**src/crb_pkg.sv**
```systemverilog
// shared constants and types for the conversion result buffer
package crb_pkg;

    ////////////////////////////////////////////////////////////////////////
    // buffer geometry
    localparam int          DEPTH      = 64;    // result locations
    localparam int          PTR_W      = 6;     // pointer width
    localparam int          CNT_W      = 7;     // fill count width, 0..64
    localparam int          RES_W      = 12;    // converter result width
    localparam int          ENTRY_W    = 13;    // tag plus result
    localparam logic [6:0]  CNT_FULL   = 7'h40; // count when every slot used
    localparam logic [6:0]  CNT_ONE    = 7'h01; // count of one entry
    localparam logic [6:0]  CNT_ZERO   = 7'h00;

    ////////////////////////////////////////////////////////////////////////
    // read word layout
    localparam int          WORD_W     = 16;
    localparam int          FULL_BIT   = 15;    // buffer_full_flag
    localparam int          EMPTY_BIT  = 14;    // buffer_empty_flag
    localparam int          TAG_BIT    = 12;    // source_tag_bit
    localparam logic [15:0] WORD_RESET = 16'h4000; // empty set, full clear

    ////////////////////////////////////////////////////////////////////////
    // register byte offsets on the bus
    localparam logic [7:0]  OFS_READ_WORD = 8'h00; // result_buffer_read_word
    localparam logic [7:0]  OFS_CTRL      = 8'h04; // mode and enable
    localparam logic [7:0]  OFS_LEVEL     = 8'h08; // fill level and flags
    localparam logic [7:0]  OFS_IRQ_STAT  = 8'h0C; // sticky events
    localparam logic [7:0]  OFS_IRQ_MASK  = 8'h10; // event enables

    // control register fields
    localparam int          CTRL_EN_BIT   = 0;  // buffer mode enable
    localparam int          CTRL_MODE_LO  = 1;  // scan mode, 3 bits
    localparam int          CTRL_SEL_LO   = 4;  // auto scan select, 3 bits
    localparam logic [6:0]  CTRL_RESET    = 7'h00;
    localparam int          CTRL_W        = 7;

    // interrupt event bits
    localparam int          IRQ_W         = 3;
    localparam int          IRQ_DATA_BIT  = 0;  // result stored
    localparam int          IRQ_FULL_BIT  = 1;  // buffer became full
    localparam int          IRQ_OVF_BIT   = 2;  // result dropped, full
    localparam logic [2:0]  IRQ_RESET     = 3'h0;

    // bus encodings
    localparam logic [1:0]  HTRANS_NONSEQ = 2'h2;
    localparam logic [31:0] DATA_ZERO     = 32'h0000_0000;

    ////////////////////////////////////////////////////////////////////////
    // scan modes, in control register encoding order
    typedef enum logic [2:0] {
        SCAN_XY,        // Y then X
        SCAN_XYZ,       // Y, X, first then second pressure
        SCAN_Z,         // first then second pressure
        SCAN_AUTO,      // selected ones of first aux, second aux, temperature
        SCAN_PORT       // battery, first aux, second aux
    } crb_scan_e;

    // result sources
    typedef enum logic [2:0] {
        SRC_X, SRC_Y, SRC_Z1, SRC_Z2, SRC_BAT, SRC_FIRST_AUXILIARY_INPUT, SRC_SECOND_AUXILIARY_INPUT, SRC_TEMP
    } crb_src_e;

endpackage : crb_pkg

```
**src/crb_scan_seq.sv**
```systemverilog
// labels each converter result with its source by scan mode order
`timescale 1ns/1ps
`default_nettype none
module crb_scan_seq (
    input  wire logic               clk_sys,
    input  wire logic               rst,
    input  wire logic               scan_start,  // new scan begins
    input  wire logic               res_valid,   // one result arrives
    input  wire logic [2:0]         scan_mode,   // crb_scan_e encoding
    input  wire logic [2:0]         auto_sel,    // first_auxiliary_input, second_auxiliary_input, temp
    output logic                    res_tag,     // source_tag_bit
    output crb_pkg::crb_src_e       res_src      // source of this result
);

    logic [1:0] pos_q;  // position of next result in the scan

    // tag is one for Y, second pressure, first aux and temperature
    function automatic logic tag_of(input crb_pkg::crb_src_e s);
        tag_of = (s == crb_pkg::SRC_Y) || (s == crb_pkg::SRC_Z2) ||
                 (s == crb_pkg::SRC_FIRST_AUXILIARY_INPUT) || (s == crb_pkg::SRC_TEMP);
    endfunction : tag_of

    // n-th selected entry of the auto list, skipping unselected inputs
    function automatic crb_pkg::crb_src_e auto_pick(input logic [1:0] n,
                                                   input logic [2:0] sel);
        logic [1:0] cnt;
        crb_pkg::crb_src_e lst [3];
        cnt       = 2'h0;
        lst[0]    = crb_pkg::SRC_FIRST_AUXILIARY_INPUT;
        lst[1]    = crb_pkg::SRC_SECOND_AUXILIARY_INPUT;
        lst[2]    = crb_pkg::SRC_TEMP;
        auto_pick = crb_pkg::SRC_TEMP;
        for (int i = 2; i >= 0; i--) begin
            if (sel[i]) begin
                auto_pick = lst[i];
            end
        end
        for (int i = 0; i < 3; i++) begin
            if (sel[i]) begin
                if (cnt == n) begin
                    auto_pick = lst[i];
                end
                cnt = cnt + 2'h1;
            end
        end
    endfunction : auto_pick

    ////////////////////////////////////////////////////////////////////////
    // source of the result at the current position
    always_comb begin
        case (crb_pkg::crb_scan_e'(scan_mode))
            crb_pkg::SCAN_XY:
                res_src = pos_q[0] ? crb_pkg::SRC_X : crb_pkg::SRC_Y;
            crb_pkg::SCAN_XYZ: begin
                case (pos_q)
                    2'h0:    res_src = crb_pkg::SRC_Y;
                    2'h1:    res_src = crb_pkg::SRC_X;
                    2'h2:    res_src = crb_pkg::SRC_Z1;
                    default: res_src = crb_pkg::SRC_Z2;
                endcase
            end
            crb_pkg::SCAN_Z:
                res_src = pos_q[0] ? crb_pkg::SRC_Z2 : crb_pkg::SRC_Z1;
            crb_pkg::SCAN_AUTO:
                res_src = auto_pick(pos_q, auto_sel);
            crb_pkg::SCAN_PORT: begin
                case (pos_q)
                    2'h0:    res_src = crb_pkg::SRC_BAT;
                    2'h1:    res_src = crb_pkg::SRC_FIRST_AUXILIARY_INPUT;
                    default: res_src = crb_pkg::SRC_SECOND_AUXILIARY_INPUT;
                endcase
            end
            default: res_src = crb_pkg::SRC_X;
        endcase
        res_tag = tag_of(res_src);
    end

    ////////////////////////////////////////////////////////////////////////
    // position advances per result, restarts with each scan
    always_ff @(posedge clk_sys or posedge rst) begin
        if (rst) begin
            pos_q <= 2'h0;
        end else if (scan_start) begin
            pos_q <= 2'h0;
        end else if (res_valid) begin
            pos_q <= pos_q + 2'h1;  // wraps after four, longest scan
        end
    end

endmodule : crb_scan_seq
`default_nettype wire

```
**src/crb_irq.sv**
```systemverilog
// sticky event status, mask and one level interrupt
`timescale 1ns/1ps
`default_nettype none
module crb_irq (
    input  wire logic               clk_sys,
    input  wire logic               rst,
    input  wire logic [2:0]         evt,        // one-cycle events
    input  wire logic               stat_rd,    // status read, clears
    input  wire logic               mask_wr,    // mask write strobe
    input  wire logic [2:0]         mask_wdata, // new mask value
    output logic      [2:0]         stat_q,     // sticky status
    output logic      [2:0]         mask_q,     // mask, one enables
    output logic                    irq_q       // level interrupt
);

    logic [2:0] stat_d;

    // read clears, but an event in the same cycle still sets: set wins
    always_comb begin
        stat_d = (stat_rd ? crb_pkg::IRQ_RESET : stat_q) | evt;
    end

    ////////////////////////////////////////////////////////////////////////
    // status flops
    always_ff @(posedge clk_sys or posedge rst) begin
        if (rst) begin
            stat_q <= crb_pkg::IRQ_RESET;
        end else begin
            stat_q <= stat_d;
        end
    end

    // mask flops
    always_ff @(posedge clk_sys or posedge rst) begin
        if (rst) begin
            mask_q <= crb_pkg::IRQ_RESET;
        end else if (mask_wr) begin
            mask_q <= mask_wdata;
        end
    end

    // registered output, one cycle behind status
    always_ff @(posedge clk_sys or posedge rst) begin
        if (rst) begin
            irq_q <= 1'b0;
        end else begin
            irq_q <= |(stat_q & mask_q);
        end
    end

endmodule : crb_irq
`default_nettype wire

```
**src/crb_top.sv**
```systemverilog
// conversion result buffer: 64-entry store, read port and bus slave
//
// Behaviour
// - reset word: full clear, empty set
// - buffer mode stores every converter result; a result arriving with all 64 unread and no pop is dropped
// - result right-justified, flags in upper nibble
// - full flag when all 64 unread
// - empty flag in word reading last entry
// - tag zero X/Z1/battery/second_auxiliary_input, else one
// - coordinate scan writes Y then X
// - coordinate-pressure scan writes Y,X,Z1,Z2
// - pressure scan writes first then second
// - auto scan: selected first_auxiliary_input, second_auxiliary_input, temperature
// - port scan: battery, first_auxiliary_input, second_auxiliary_input
//
// Register access over AHB-Lite and the register addresses are this design's own decisions.
`timescale 1ns/1ps
`default_nettype none
module crb_top (
    input  wire logic               clk_sys,
    input  wire logic               rst,
    // converter side
    input  wire logic               scan_start,  // start of a scan
    input  wire logic               conv_valid,  // result strobe
    input  wire logic [11:0]        conv_result, // conversion_result
    // AHB-Lite slave
    input  wire logic               hsel,
    input  wire logic [31:0]        haddr,
    input  wire logic [1:0]         htrans,
    input  wire logic               hwrite,
    input  wire logic [2:0]         hsize,
    input  wire logic [31:0]        hwdata,
    input  wire logic               hready,
    output logic      [31:0]        hrdata,
    output logic                    hreadyout,
    output logic                    hresp,
    // interrupt
    output logic                    irq
);

    ////////////////////////////////////////////////////////////////////////
    // storage and pointers
    logic [crb_pkg::ENTRY_W-1:0] mem_q [crb_pkg::DEPTH]; // tag and result
    logic [crb_pkg::PTR_W-1:0]   wr_ptr_q;               // next free slot
    logic [crb_pkg::PTR_W-1:0]   rd_ptr_q;               // oldest unread
    logic [crb_pkg::CNT_W-1:0]   count_q;                // unread entries

    // bus state
    logic                        wr_pend_q;   // write data phase due
    logic [7:0]                  wr_addr_q;   // its address
    logic [31:0]                 hrdata_q;    // read data

    // control
    logic [crb_pkg::CTRL_W-1:0]  ctrl_q;      // enable, mode, select

    // decoded access
    logic                        acc;         // address phase taken
    logic                        rd_acc;      // read taken
    logic [7:0]                  acc_ofs;     // word-aligned offset
    logic                        pop;         // read of result word
    logic                        push;        // result stored
    logic                        drop;        // result lost, full
    logic                        became_full; // fill hits 64
    logic                        tag;         // from sequencer
    crb_pkg::crb_src_e           src;         // from sequencer
    logic [crb_pkg::WORD_W-1:0]  word_now;    // word for this pop
    logic [2:0]                  stat;        // sticky status
    logic [2:0]                  mask;        // mask register
    logic [2:0]                  evt;         // events this cycle
    logic                        mask_wr;     // mask write strobe

    ////////////////////////////////////////////////////////////////////////
    // formats one read word from flags and an entry
    function automatic logic [15:0] make_word(
        input logic                       full,
        input logic                       empty,
        input logic [crb_pkg::ENTRY_W-1:0] ent);
        logic [15:0] w;
        w                                 = 16'h0000;
        w[crb_pkg::FULL_BIT]              = full;
        w[crb_pkg::EMPTY_BIT]             = empty;
        w[crb_pkg::TAG_BIT]               = ent[crb_pkg::RES_W];
        w[crb_pkg::RES_W-1:0]             = ent[crb_pkg::RES_W-1:0];
        make_word                         = w;
    endfunction : make_word

    ////////////////////////////////////////////////////////////////////////
    // source labelling by scan order
    crb_scan_seq u_seq (
        .clk_sys    (clk_sys),
        .rst        (rst),
        .scan_start (scan_start),
        .res_valid  (conv_valid),
        .scan_mode  (ctrl_q[crb_pkg::CTRL_MODE_LO +: 3]),
        .auto_sel   (ctrl_q[crb_pkg::CTRL_SEL_LO +: 3]),
        .res_tag    (tag),
        .res_src    (src)
    );

    ////////////////////////////////////////////////////////////////////////
    // address phase decode; slave never inserts wait states
    always_comb begin
        acc     = hsel && hready && (htrans == crb_pkg::HTRANS_NONSEQ);
        rd_acc  = acc && !hwrite;
        acc_ofs = {haddr[7:2], 2'h0};
        pop     = rd_acc && (acc_ofs == crb_pkg::OFS_READ_WORD)
                  && (count_q != crb_pkg::CNT_ZERO);
        mask_wr = wr_pend_q && (wr_addr_q == crb_pkg::OFS_IRQ_MASK);
    end

    // push unless full, but a pop in the same cycle frees a slot
    always_comb begin
        push = conv_valid && ctrl_q[crb_pkg::CTRL_EN_BIT]
               && ((count_q != crb_pkg::CNT_FULL) || pop);
        drop = conv_valid && ctrl_q[crb_pkg::CTRL_EN_BIT] && !push;
        became_full = push && !pop
                      && (count_q == crb_pkg::CNT_FULL - crb_pkg::CNT_ONE);
        evt = 3'h0;
        evt[crb_pkg::IRQ_DATA_BIT] = push;
        evt[crb_pkg::IRQ_FULL_BIT] = became_full;
        evt[crb_pkg::IRQ_OVF_BIT]  = drop;
    end

    // word handed out by a pop: flags describe the fill at read time
    always_comb begin
        word_now = make_word(count_q == crb_pkg::CNT_FULL,
                             count_q == crb_pkg::CNT_ONE,
                             mem_q[rd_ptr_q]);
    end

    ////////////////////////////////////////////////////////////////////////
    // result store; no reset on the array keeps it plain RAM
    always_ff @(posedge clk_sys) begin
        if (push) begin
            mem_q[wr_ptr_q] <= {tag, conv_result};
        end
    end

    // write pointer, wraps naturally at 64
    always_ff @(posedge clk_sys or posedge rst) begin
        if (rst) begin
            wr_ptr_q <= '0;
        end else if (push) begin
            wr_ptr_q <= wr_ptr_q + 6'h01;
        end
    end

    // read pointer moves only on a real pop
    always_ff @(posedge clk_sys or posedge rst) begin
        if (rst) begin
            rd_ptr_q <= '0;
        end else if (pop) begin
            rd_ptr_q <= rd_ptr_q + 6'h01;
        end
    end

    // unread count
    always_ff @(posedge clk_sys or posedge rst) begin
        if (rst) begin
            count_q <= crb_pkg::CNT_ZERO;
        end else if (push && !pop) begin
            count_q <= count_q + crb_pkg::CNT_ONE;
        end else if (pop && !push) begin
            count_q <= count_q - crb_pkg::CNT_ONE;
        end
    end

    ////////////////////////////////////////////////////////////////////////
    // write data phase bookkeeping
    always_ff @(posedge clk_sys or posedge rst) begin
        if (rst) begin
            wr_pend_q <= 1'b0;
            wr_addr_q <= 8'h00;
        end else begin
            wr_pend_q <= acc && hwrite;
            if (acc) begin
                wr_addr_q <= acc_ofs;
            end
        end
    end

    // control register, written in the data phase
    always_ff @(posedge clk_sys or posedge rst) begin
        if (rst) begin
            ctrl_q <= crb_pkg::CTRL_RESET;
        end else if (wr_pend_q && (wr_addr_q == crb_pkg::OFS_CTRL)) begin
            ctrl_q <= hwdata[crb_pkg::CTRL_W-1:0];
        end
    end

    ////////////////////////////////////////////////////////////////////////
    // read data, captured at the address phase edge
    always_ff @(posedge clk_sys or posedge rst) begin
        if (rst) begin
            hrdata_q <= crb_pkg::DATA_ZERO;
        end else if (rd_acc) begin
            case (acc_ofs)
                crb_pkg::OFS_READ_WORD: begin
                    if (pop) begin
                        hrdata_q <= {16'h0000, word_now};
                    end else begin  // nothing unread
                        hrdata_q <= {16'h0000, crb_pkg::WORD_RESET};
                    end
                end
                crb_pkg::OFS_CTRL:
                    hrdata_q <= {25'h0000000, ctrl_q};
                crb_pkg::OFS_LEVEL:
                    hrdata_q <= {14'h0000, count_q == crb_pkg::CNT_FULL,
                                 count_q == crb_pkg::CNT_ZERO,
                                 9'h000, count_q};
                crb_pkg::OFS_IRQ_STAT:
                    hrdata_q <= {29'h00000000, stat};
                crb_pkg::OFS_IRQ_MASK:
                    hrdata_q <= {29'h00000000, mask};
                default:
                    hrdata_q <= crb_pkg::DATA_ZERO;  // unmapped reads zero
            endcase
        end
    end

    // zero-wait slave, always OKAY
    always_ff @(posedge clk_sys or posedge rst) begin
        if (rst) begin
            hreadyout <= 1'b1;
            hresp     <= 1'b0;
        end else begin
            hreadyout <= 1'b1;
            hresp     <= 1'b0;
        end
    end

    ////////////////////////////////////////////////////////////////////////
    // event status and interrupt
    crb_irq u_irq (
        .clk_sys    (clk_sys),
        .rst        (rst),
        .evt        (evt),
        .stat_rd    (rd_acc && (acc_ofs == crb_pkg::OFS_IRQ_STAT)),
        .mask_wr    (mask_wr),
        .mask_wdata (hwdata[crb_pkg::IRQ_W-1:0]),
        .stat_q     (stat),
        .mask_q     (mask),
        .irq_q      (irq)
    );

    assign hrdata = hrdata_q;

endmodule : crb_top
`default_nettype wire

```
**config.mk**
```make
export PLATFORM = sky130hd
export DESIGN_NAME = crb_top
export DESIGN_NICKNAME = d
export VERILOG_FILES = /design/src/crb_pkg.sv /design/src/crb_scan_seq.sv /design/src/crb_irq.sv /design/src/crb_top.sv
export SDC_FILE = /design/constraint.sdc
export NUM_CORES = 1
export LEC_CHECK = 0
export CAP_MARGIN = 20
export CORE_ASPECT_RATIO = 0.9
export CORE_MARGIN = 2
export CORE_UTILIZATION = 32
export CTS_CLUSTER_DIAMETER = 200
export DETAILED_ROUTE_END_ITERATION = 8
export DONT_BUFFER_PORTS = 1
export SETUP_SLACK_MARGIN = 0.05
export SYNTH_ARGS = -nofsm -noshare
export SYNTH_HDL_FRONTEND = slang
export SYNTH_HIERARCHICAL = 1
export SYNTH_SLANG_ARGS = --single-unit
```
**constraint.sdc**
```tcl
create_clock -name clk_sys -period 6.17 [get_ports clk_sys]
set_clock_uncertainty 0.05 [all_clocks]
set_input_delay 0.617 -clock clk_sys [delete_from_list [all_inputs] [get_ports clk_sys]]
set_output_delay 0.617 -clock clk_sys [all_outputs]
set_load 0.02 [all_outputs]
```
# After elaboration in Yosys (flattened, before gate mapping)
# Memories as Yosys holds them, arrays and structs flattened.
# Index checks and enable logic that the tools add are counted.
# word_totals
ff_bits	74
latch_bits	0
mem_bits_rw	832
romBits	0
input_bits	88
output_inout_bits	35
n_memories	1
# op_classes
addsub	6
multipliers	0
div	0
n_lt_le_gt_ge	0
eq_ne	23
shifts	0
n_mux	26
n_bitwise	2
reduce_logical	31
# memory_table
memory	depth	width	rd	rd_ports_with_merged_regs	wr	line	source
mem_q	64	13	1	0	1	crb_top.sv:43	logic [crb_pkg::ENTRY_W-1:0] mem_q [crb_pkg::DEPTH];
# op_table
operator	count
$pmux W32 S5	1
$mux W3	6
$mux W16	1
$logic_and A1 B1 Y1	15
$pmux W3 S5	1
$mux W2	7
$mux W7	2
$add A6 B1 Y6 const B	2
$eq A6 B1 Y1 const B	2
$eq A6 B2 Y1 const B	2
$eq A6 B3 Y1 const B	2
$eq A3 B2 Y1 const B	3
$eq A3 B3 Y1 const B	3
$logic_not A8 Y1	1
$add A7 B1 Y7 const B	1
$eq A7 B1 Y1 const B	1
$eq A7 B6 Y1 const B	1
$eq A7 B7 Y1 const B	1
$logic_not A7 Y1	1
$ne A7 B7 Y1 const B	1
$reduce_bool A7 Y1	1
$sub A7 B1 Y7 const B	1
$eq A3 B1 Y1 const B	2
$logic_not A6 Y1	1
other kinds (15)	29

# Longest topological paths before layout
# Gate-level depths: netlist of run 1.
# logic_depth
depth_word	13
ltp_mapped	12
depth_no_buf	9

# Cells and area by module
# The synthesis of run 1 kept the hierarchy.
# by_module_without_submodules
module	n_inst	cells_per_inst	area_per_inst_um2	seq_area_each_um2
crb_top	1	1765	34707.0	26235.2
crb_scan_seq	1	42	347.8	50.0
crb_irq	1	17	254.0	175.2

# Worst setup path before layout of run 1
# No wires, ideal clock.
# synth_timing
path_type	reg2reg
startpoint	register u_seq.pos_q[0]
endpoint	memory mem_q[0][12] in the netlist's numbering, data pin
setup_time_ns	1.008
t_arrival_ns	4.988
required_time_ns	5.112
path_slack_ns	0.123
stages_incl_launch_ff	5
path_buffers	1
period_less_slack_ns	6.047
path_cell_list	dfrtp_1 > buf_4 > xnor2_1 > and3_1 > o311ai_0
# synth_via
elab_chain_len	12
elab_cells_between_ends	23
cone_classes	eq/ne (8); mux (11); reduce/logical (4)
# synth_lines
element	line	source
start, declared	crb_scan_seq.sv:15	logic [1:0] pos_q;
start signal, assigned	crb_scan_seq.sv:86	pos_q <= pos_q + 2'h1;
$logic_not A2 Y1	crb_scan_seq.sv:40, crb_scan_seq.sv:55, crb_scan_seq.sv:67	
$mux W2	crb_scan_seq.sv:40	if (cnt == n) begin
$mux W3	crb_scan_seq.sv:39	if (sel[i]) begin
$mux W3	crb_scan_seq.sv:40	
$mux W3	crb_scan_seq.sv:39	
$mux W3	crb_scan_seq.sv:40	
$mux W3	crb_scan_seq.sv:39	
$pmux W3 S5 *	crb_scan_seq.sv:51	case (crb_pkg::crb_scan_e'(scan_mode))
$eq A3 B1 Y1 or $eq A3 B2 Y1 (tied branches)	crb_scan_seq.sv:19	tag_of = (s == crb_pkg::SRC_Y) || (s == crb_pkg::SRC_Z2) ||
$logic_or A1 B1 Y1 (2 in a row)	crb_scan_seq.sv:19	
$logic_or A1 B1 Y1 *	crb_scan_seq.sv:20	(s == crb_pkg::SRC_FIRST_AUXILIARY_INPUT) || (s == crb_pkg::SRC_TEMP);
via tag	crb_top.sv:64	logic tag;
end, declared	crb_top.sv:43	
# The timed path passes the listed nets; every way through them passes the cells marked *.

# Worst setup path after layout of run 1
# layout_timing
startpoint	register count_q[0] in the netlist's numbering
endpoint	memory mem_q[43][4] in the netlist's numbering (enable)
# layout_via
elab_chain_len	6
elab_cells_between_ends	7
cone_classes	eq/ne (1); mux (2); reduce/logical (4)
# layout_lines
element	line	source
start, declared	crb_top.sv:46	logic [crb_pkg::CNT_W-1:0] count_q;
start signal, assigned	crb_top.sv:160	count_q <= crb_pkg::CNT_ZERO;
start signal, assigned	crb_top.sv:162	count_q <= count_q + crb_pkg::CNT_ONE;
start signal, assigned	crb_top.sv:164	count_q <= count_q - crb_pkg::CNT_ONE;
$reduce_bool A7 Y1	crb_top.sv:107	&& (count_q != crb_pkg::CNT_ZERO);
$logic_and A1 B1 Y1	crb_top.sv:107	
$logic_or A1 B1 Y1 *	crb_top.sv:114	&& ((count_q != crb_pkg::CNT_FULL) || pop);
$logic_and A1 B1 Y1 *	crb_top.sv:114	
$mux W1 *	crb_top.sv:134	if (push) begin
$mux W1 (implied by the code) *	crb_top.sv:135	mem_q[wr_ptr_q] <= {tag, conv_result};
# Mark *: on every way between the ends. The rest lies on a longest branch, timed or not.

==> metrics.md, run 1 <==
| Metric | Value |
|---|---|
| Cts repair resizes | `0` |
| Worst-path clk slew | `60 ps` |
| CTS tree | `done` |
| Reg2Reg Depth | `8` |
| Worst slew margin | `25.5%` |
| Synth-to-Final Area Change | `13.8%` |
| Crit Path Class | `flip-flop to flip-flop` |
| Core area | `0.109 mm2` |
| Total CTS buffers | `88` |
| WL final | `80500 um` |
| Routed via count | `17300` |
| DR WL/cell | `23.5 um` |
| Yosys warnings | `6` |
| Share of cells above drive strength 1 | `20.9%` |
| Clock sinks | `891` |
| FF-to-FF End | `mem_q[43][4]` |
| Status | `finished clean` |
| Power Total | `12400 uW` |
| Setup violations, final | `0` |
| Crit path capture type | `flip-flop` |
| Placer Congestion | `0.903` |
| Die ar. | `0.113 mm2` |
| Hold Crit Depth | `0` |
| Initial antenna violation count | `2` |
| I/O Pins | `123` |
| Clk_lat worst skew | `630 ps` |
| Critical-path maximum fanout | `12` |
| Die height | `319 um` |
| DR iter-0 viols | `1813` |
| H-tree depth | `3` |
| Mapped Area | `0.0352 mm2` |
| Largest net degree at the start of global routing | `98` |
| FILL cells | `9906` |
| Initial core utilization | `32.3%` |
| Slew Limit Fails | `0` |
| DR pass1 iterations | `7` |
| First-pass GRT wire length | `118000 um` |
| HP Start | `conv_result[10]` |
| Worst EP required | `6450 ps` |
| Die width | `354 um` |
| Startpoint Class | `flip-flop` |
| # DRC | `0` |
| Worst-margin pin slew | `1120 ps` |
| Syn avg cell area | `19.4 um2` |
| Post-Synthesis Cells | `1813` |
| Arrival time at the worst endpoint | `4070 ps` |
| Max VDD drop | `0.000174 V` |
| Setup TNS | `0 ps` |
| Post-DP HPWL | `49000 um` |
| Root Buffer | `clkbuf_16` |
| Port bufs | `0` |
| Worst r2r src | `count_q[0]` |
| ANT nets after route | `0` |
| Cell Pwr Density | `309 mW/mm2` |
| Cell row count | `115` |
| Worst Hold Class | `input port to flip-flop` |
| Clk buf depth | `3` |
| Number of global-route vias before repair | `17500` |
| GRT Total Usage | `14.1%` |
| Global route total overflow | `0` |
| Vias per cell | `5.05` |
| Final hold viol count | `0` |
| Final min period | `3790 ps` |
| Hold Path End | `mem_q[50][10]` |
| Final worst-path cycle share | `61.4%` |
| CP startpoint | `count_q[0]` |
| Leak Pwr | `0.0122 uW` |
| # nets final | `1992` |
| R2R Setup Slk | `2380 ps` |
| MaxCap Viol Count | `0` |
| Footprint of the multi-input gates | `0.00815 mm2` |
| Sequential cell area | `0.0265 mm2` |
| Unrepaired setup endpoints after global routing | `false` |
| Fmax | `0.264 GHz` |
==> flip-flops by register name, indices dropped and copies added (netlist names) <==
name and flops:
count_q 7, ctrl_q 7, hrdata 17, mem_q 832, rd_ptr_q 6, u_irq/irq_q 1
u_irq/mask_q 3, u_irq/stat_q 3, u_seq/pos_q 2, wr_addr_q 6, wr_pend_q 1, wr_ptr_q 6
==> critical path: stages, from the launching register on <==
cell and delay, ps:
dfrtp_1 460, inv_1 90, ha_1 280, nand4_1 180
o21ba_1 540, and2b_1 270, nand3_1 520, nor2_1 790
buf_4 290
==> layout make-up <==
type                            count  share of cell area (%)
Clock inverter                     50                    1.26
Timing Repair Buffer               82                    1.69
Tap cell                         1462                    4.56
Antenna cell                        2                  0.0125
Clock buffer                      112                    5.93
Sequential cell                   891                    66.0
Inverter                           20                   0.187
Multi-Input combinational cell    810                    20.3
==> where the power goes <==
part	internal (uW)	total (uW)	switching, uW	leakage [uW]
Combinational	117	292	176	0.00258
Sequential	6670	6760	88.0	0.00825
Clock	3140	5320	2180	0.00141
==> through the flow <==
stage | instance area, um2 | setup WS, ps | std cells | util, % | hold slack [ps]
floorplan | 35300 | 162 | 1828 | - | 308
global placement | 37000 | 1810 | 3243 | 33.9 | 315
detailed placement | 37100 | 1650 | 3258 | 34.0 | 323
CTS | 40000 | 2210 | 3422 | 36.7 | 1.14
global route | 40100 | 2190 | 3428 | 36.7 | 12.9
finish | 40100 | 2380 | 3429 | 36.7 | 38.0
==> placed cells by master (no fill, tap or decap), types with 15 or more instances in the layout <==
master and count:
o22ai_1 34, clkinv_2 20, nor2_1 102, a21oi_1 15
mux2_2 23, inv_1 19, nand2_1 62, nor3_1 22
buf_4 71, dfrtp_1 56, nand4_1 18, mux4_2 167
conb_1 17, a22oi_1 18, clkinv_1 15, clkbuf_1 20
mux2i_1 150, o21ai_0 24, edfxtp_1 832, clkbuf_16 92
nand3_1 28, o21ai_1 20
==> per-layer routing <==
metal	share of wire [%]	track usage, %	vias up	routed length [um]
met5	0.016	0	-	13
met3	8.8	3.85	110	7120
met4	2.1	3.84	2	1670
li1	-	-	7475	-
met1	41	18.9	9149	33400
met2	48	22.5	596	38400
==> worst max path at each step <==
stage | to | slack (ps) | cells after the start
final | mem_q[43][4] | 2380 | 8
after global routing | mem_q[43][4] | 2190 | 8
after CTS | mem_q[59][10] | 2210 | 7
after detailed placement | mem_q[59][10] | 1650 | 6
after global placement | mem_q[59][9] | 1810 | 6
after floorplan | mem_q[0][12] | 160 | 4
==> repair_timing <==
item	CTS	global route
hold buffers	2	0
hold endpoints to repair	26	0
buffers inserted	0	0
(Power assumes the default switching activity.)
==> run 2: changes to the inputs <==
==> constraint.sdc (replaced) <==
create_clock -name clk_sys -period 3.65 [get_ports clk_sys]
set_clock_uncertainty 0.05 [all_clocks]
set_input_delay 0.365 -clock clk_sys [delete_from_list [all_inputs] [get_ports clk_sys]]
set_output_delay 0.365 -clock clk_sys [all_outputs]
set_load 0.02 [all_outputs]
==> run 2 against run 1 <==
Compared with the run above: core utilization is 0.59 points higher; maximum frequency is 19% higher; non-clock buffer count is 64 higher; first-iteration DRC count is 3.4% lower; sequential cell count stayed put; critical path depth is 1 higher; clock power is 63% higher; worst setup slack worse by 1900 ps; sequential share of layout area is 1.1 points lower; cell area is 1.6% higher; critical path type unchanged.
==> metrics.md, run 2 (same netlist as run 1, synthesis figures left out) <==
| Metric | Value |
|---|---|
| Vias per cell | `5.02 (-0.69%)` |
| Leak Pwr | `0.0126 uW (+2.5%)` |
| Final worst-path cycle share | `86.9% (+26 points)` |
| Worst setup margin | `476 ps (-1900 ps)` |
| Commonest non-fill, non-tap cells in the layout | `edfxtp_1 (832), mux4_2 (167), mux2i_1 (150), buf_4 (107), nor2_1 (102)` |
| Pre-CTS setup slack | `464 ps (-1190 ps)` |
| Max reg flops | `832 (unchanged)` |
| First-pass GRT wire length | `119000 um (+1.1%)` |
| Final min period | `3170 ps (-615 ps)` |
| Die height | `319 um (unchanged)` |
| Initial antenna violation count | `1 (-1)` |
| Cell Pwr Density | `510 mW/mm2 (+65%)` |
| Clk_lat worst skew | `660 ps (+30 ps)` |
| DR iter-0 viols | `1752 (-3.4%)` |
| Routed via count | `17500 (+0.96%)` |
| WL final | `80800 um (+0.37%)` |
| DR WL/cell | `23.2 um (-1.3%)` |
| # DRC | `0 (unchanged)` |
| FILL cells | `9807 (-1.0%)` |
| CTS tree | `done` |
| Post-DP HPWL | `49200 um (+0.55%)` |
| H-tree depth | `3 (unchanged)` |
| DR pass1 iterations | `5 (-2)` |
| Number of global-route vias before repair | `17900 (+2.2%)` |
| # nets final | `2053 (+3.1%)` |
| Max VDD drop | `0.000356 V (+100%)` |
| Worst slew margin | `43.3% (+18 points)` |
| Unrepaired setup endpoints after global routing | `false` |
| Port bufs | `0 (unchanged)` |
| Final hold viol count | `0 (unchanged)` |
| Clock sinks | `891 (unchanged)` |
| Worst-path clk slew | `70 ps (about the same)` |
| Core area | `0.109 mm2 (unchanged)` |
| Worst-margin pin slew | `846 ps (-271 ps)` |
| Crit path capture type | `flip-flop` |
| Root Buffer | `clkbuf_16` |
| I/O Pins | `123 (unchanged)` |
| Slew Limit Fails | `0 (unchanged)` |
| Startpoint Class | `flip-flop` |
| Largest Register | `mem_q` |
| GRT Total Usage | `14.2% (+0.14 points)` |
| Critical-path maximum fanout | `13 (+1)` |
| Initial core utilization | `32.3% (unchanged)` |
| Most common cell after layout, fill and taps aside | `edfxtp_1` |
| Fmax | `0.315 GHz (+19%)` |
| Global route total overflow | `0 (unchanged)` |
| Arrival time at the worst endpoint | `3440 ps (-630 ps)` |
| Placer Congestion | `0.931 (+3.1%)` |
| Worst EP required | `3920 ps (-2530 ps)` |
| Cell row count | `115 (unchanged)` |
| MaxCap Viol Count | `0 (unchanged)` |
| Largest net degree at the start of global routing | `82 (-16%)` |
| Setup TNS | `0 ps (unchanged)` |
| Clk buf depth | `3 (unchanged)` |
| Crit Path Class | `flip-flop to flip-flop` |
| Synth-to-Final Area Change | `15.6%` |
| Worst Hold Class | `input port to flip-flop` |
| Total CTS buffers | `85 (-3.4%)` |
| Die width | `354 um (unchanged)` |
| Die ar. | `0.113 mm2 (unchanged)` |
| Setup violations, final | `0 (unchanged)` |
| Share of cells above drive strength 1 | `22.2% (+1.3 points)` |
| ANT nets after route | `0 (unchanged)` |
| Status | `finished clean` |
-- run 2: cell count changes in the layout (fill, tap and decap cells not counted), moves of 4 or more --
cell           change
buf_4             +36
dlygate4sd3_1     +17
buf_16            +12
clkinv_2           -8
clkbuf_16          -7
buf_12             +6
buf_6              -6
inv_6              +4
-- run 2: power by group --
part / switching [uW] / leakage, uW / internal (uW)
clock: 3770 / 0.00131 / 4900
combinational: 429 / 0.00299 / 255
sequential: 139 / 0.00825 / 11300
-- run 2: routing by layer --
layer	vias up	global-route usage, %	part of all wire, %
li1	7601	-	-
met1	9235	19.4	43
met2	541	22.4	47
met3	122	3.77	7.8
met4	0	3.96	2.5
met5	-	0	0
-- run 2: path summary, 6_finish.rpt --
kind | start | endpoint | slack (ps) | cells after the start
min | conv_result[1] | mem_q[16][1] | 30 | 1
min reg2reg | wr_addr_q[7] | wr_addr_q[7] | 470 | 1
min in group asynchronous | rst | u_seq/pos_q[1] | 50 | 2
max | count_q[0] | mem_q[9][11] | 480 | 9
max reg2reg | count_q[0] | mem_q[9][11] | 480 | 9
max in group asynchronous | rst | rd_ptr_q[0] | 2910 | 3
-- run 2: final cells by class --
type | instances | area, um2 | area share, %
Inverter | 20 | 75.1 | 0.184
Tap cell | 1462 | 1830 | 4.49
Clock buffer | 106 | 2210 | 5.41
Clock inverter | 49 | 507 | 1.24
Timing Repair Buffer | 146 | 1480 | 3.64
Multi-Input combinational cell | 810 | 8160 | 20.0
Antenna cell | 2 | 5.00 | 0.0123
Sequential cell | 891 | 26500 | 65.0
-- run 2: what timing repair did --
action,4_1_cts,5_1_grt
setup buffers,0,0
hold endpoints to repair,849,0
gates resized for setup,0,0
hold buffers,31,0
-- run 2: per-stage QoR --
step | cells | power, uW | area (um2) | utilization (%) | hold slack (ps)
6_report | 3486 | 20800 | 40700 | 37.3 | 29.2
5_1_grt | 3484 | 21400 | 40700 | 37.3 | 19.0
4_1_cts | 3483 | 20900 | 40700 | 37.3 | 1.44
3_5_place_dp | 3297 | 12100 | 37500 | 34.3 | 67.6
3_3_place_gp | 3297 | 12100 | 37500 | 34.3 | 61.7
2_1_floorplan | 1828 | 12000 | 35300 | - | 56.2
-- run 2: worst max-delay path: stages (launching register included) --
cell	delay, ps
dfrtp_1	450
inv_1	90
ha_1	280
nand4_1	160
o21ba_1	550
and2b_1	270
nand2_1	310
buf_4	280
nor2_1	100
buf_4	280
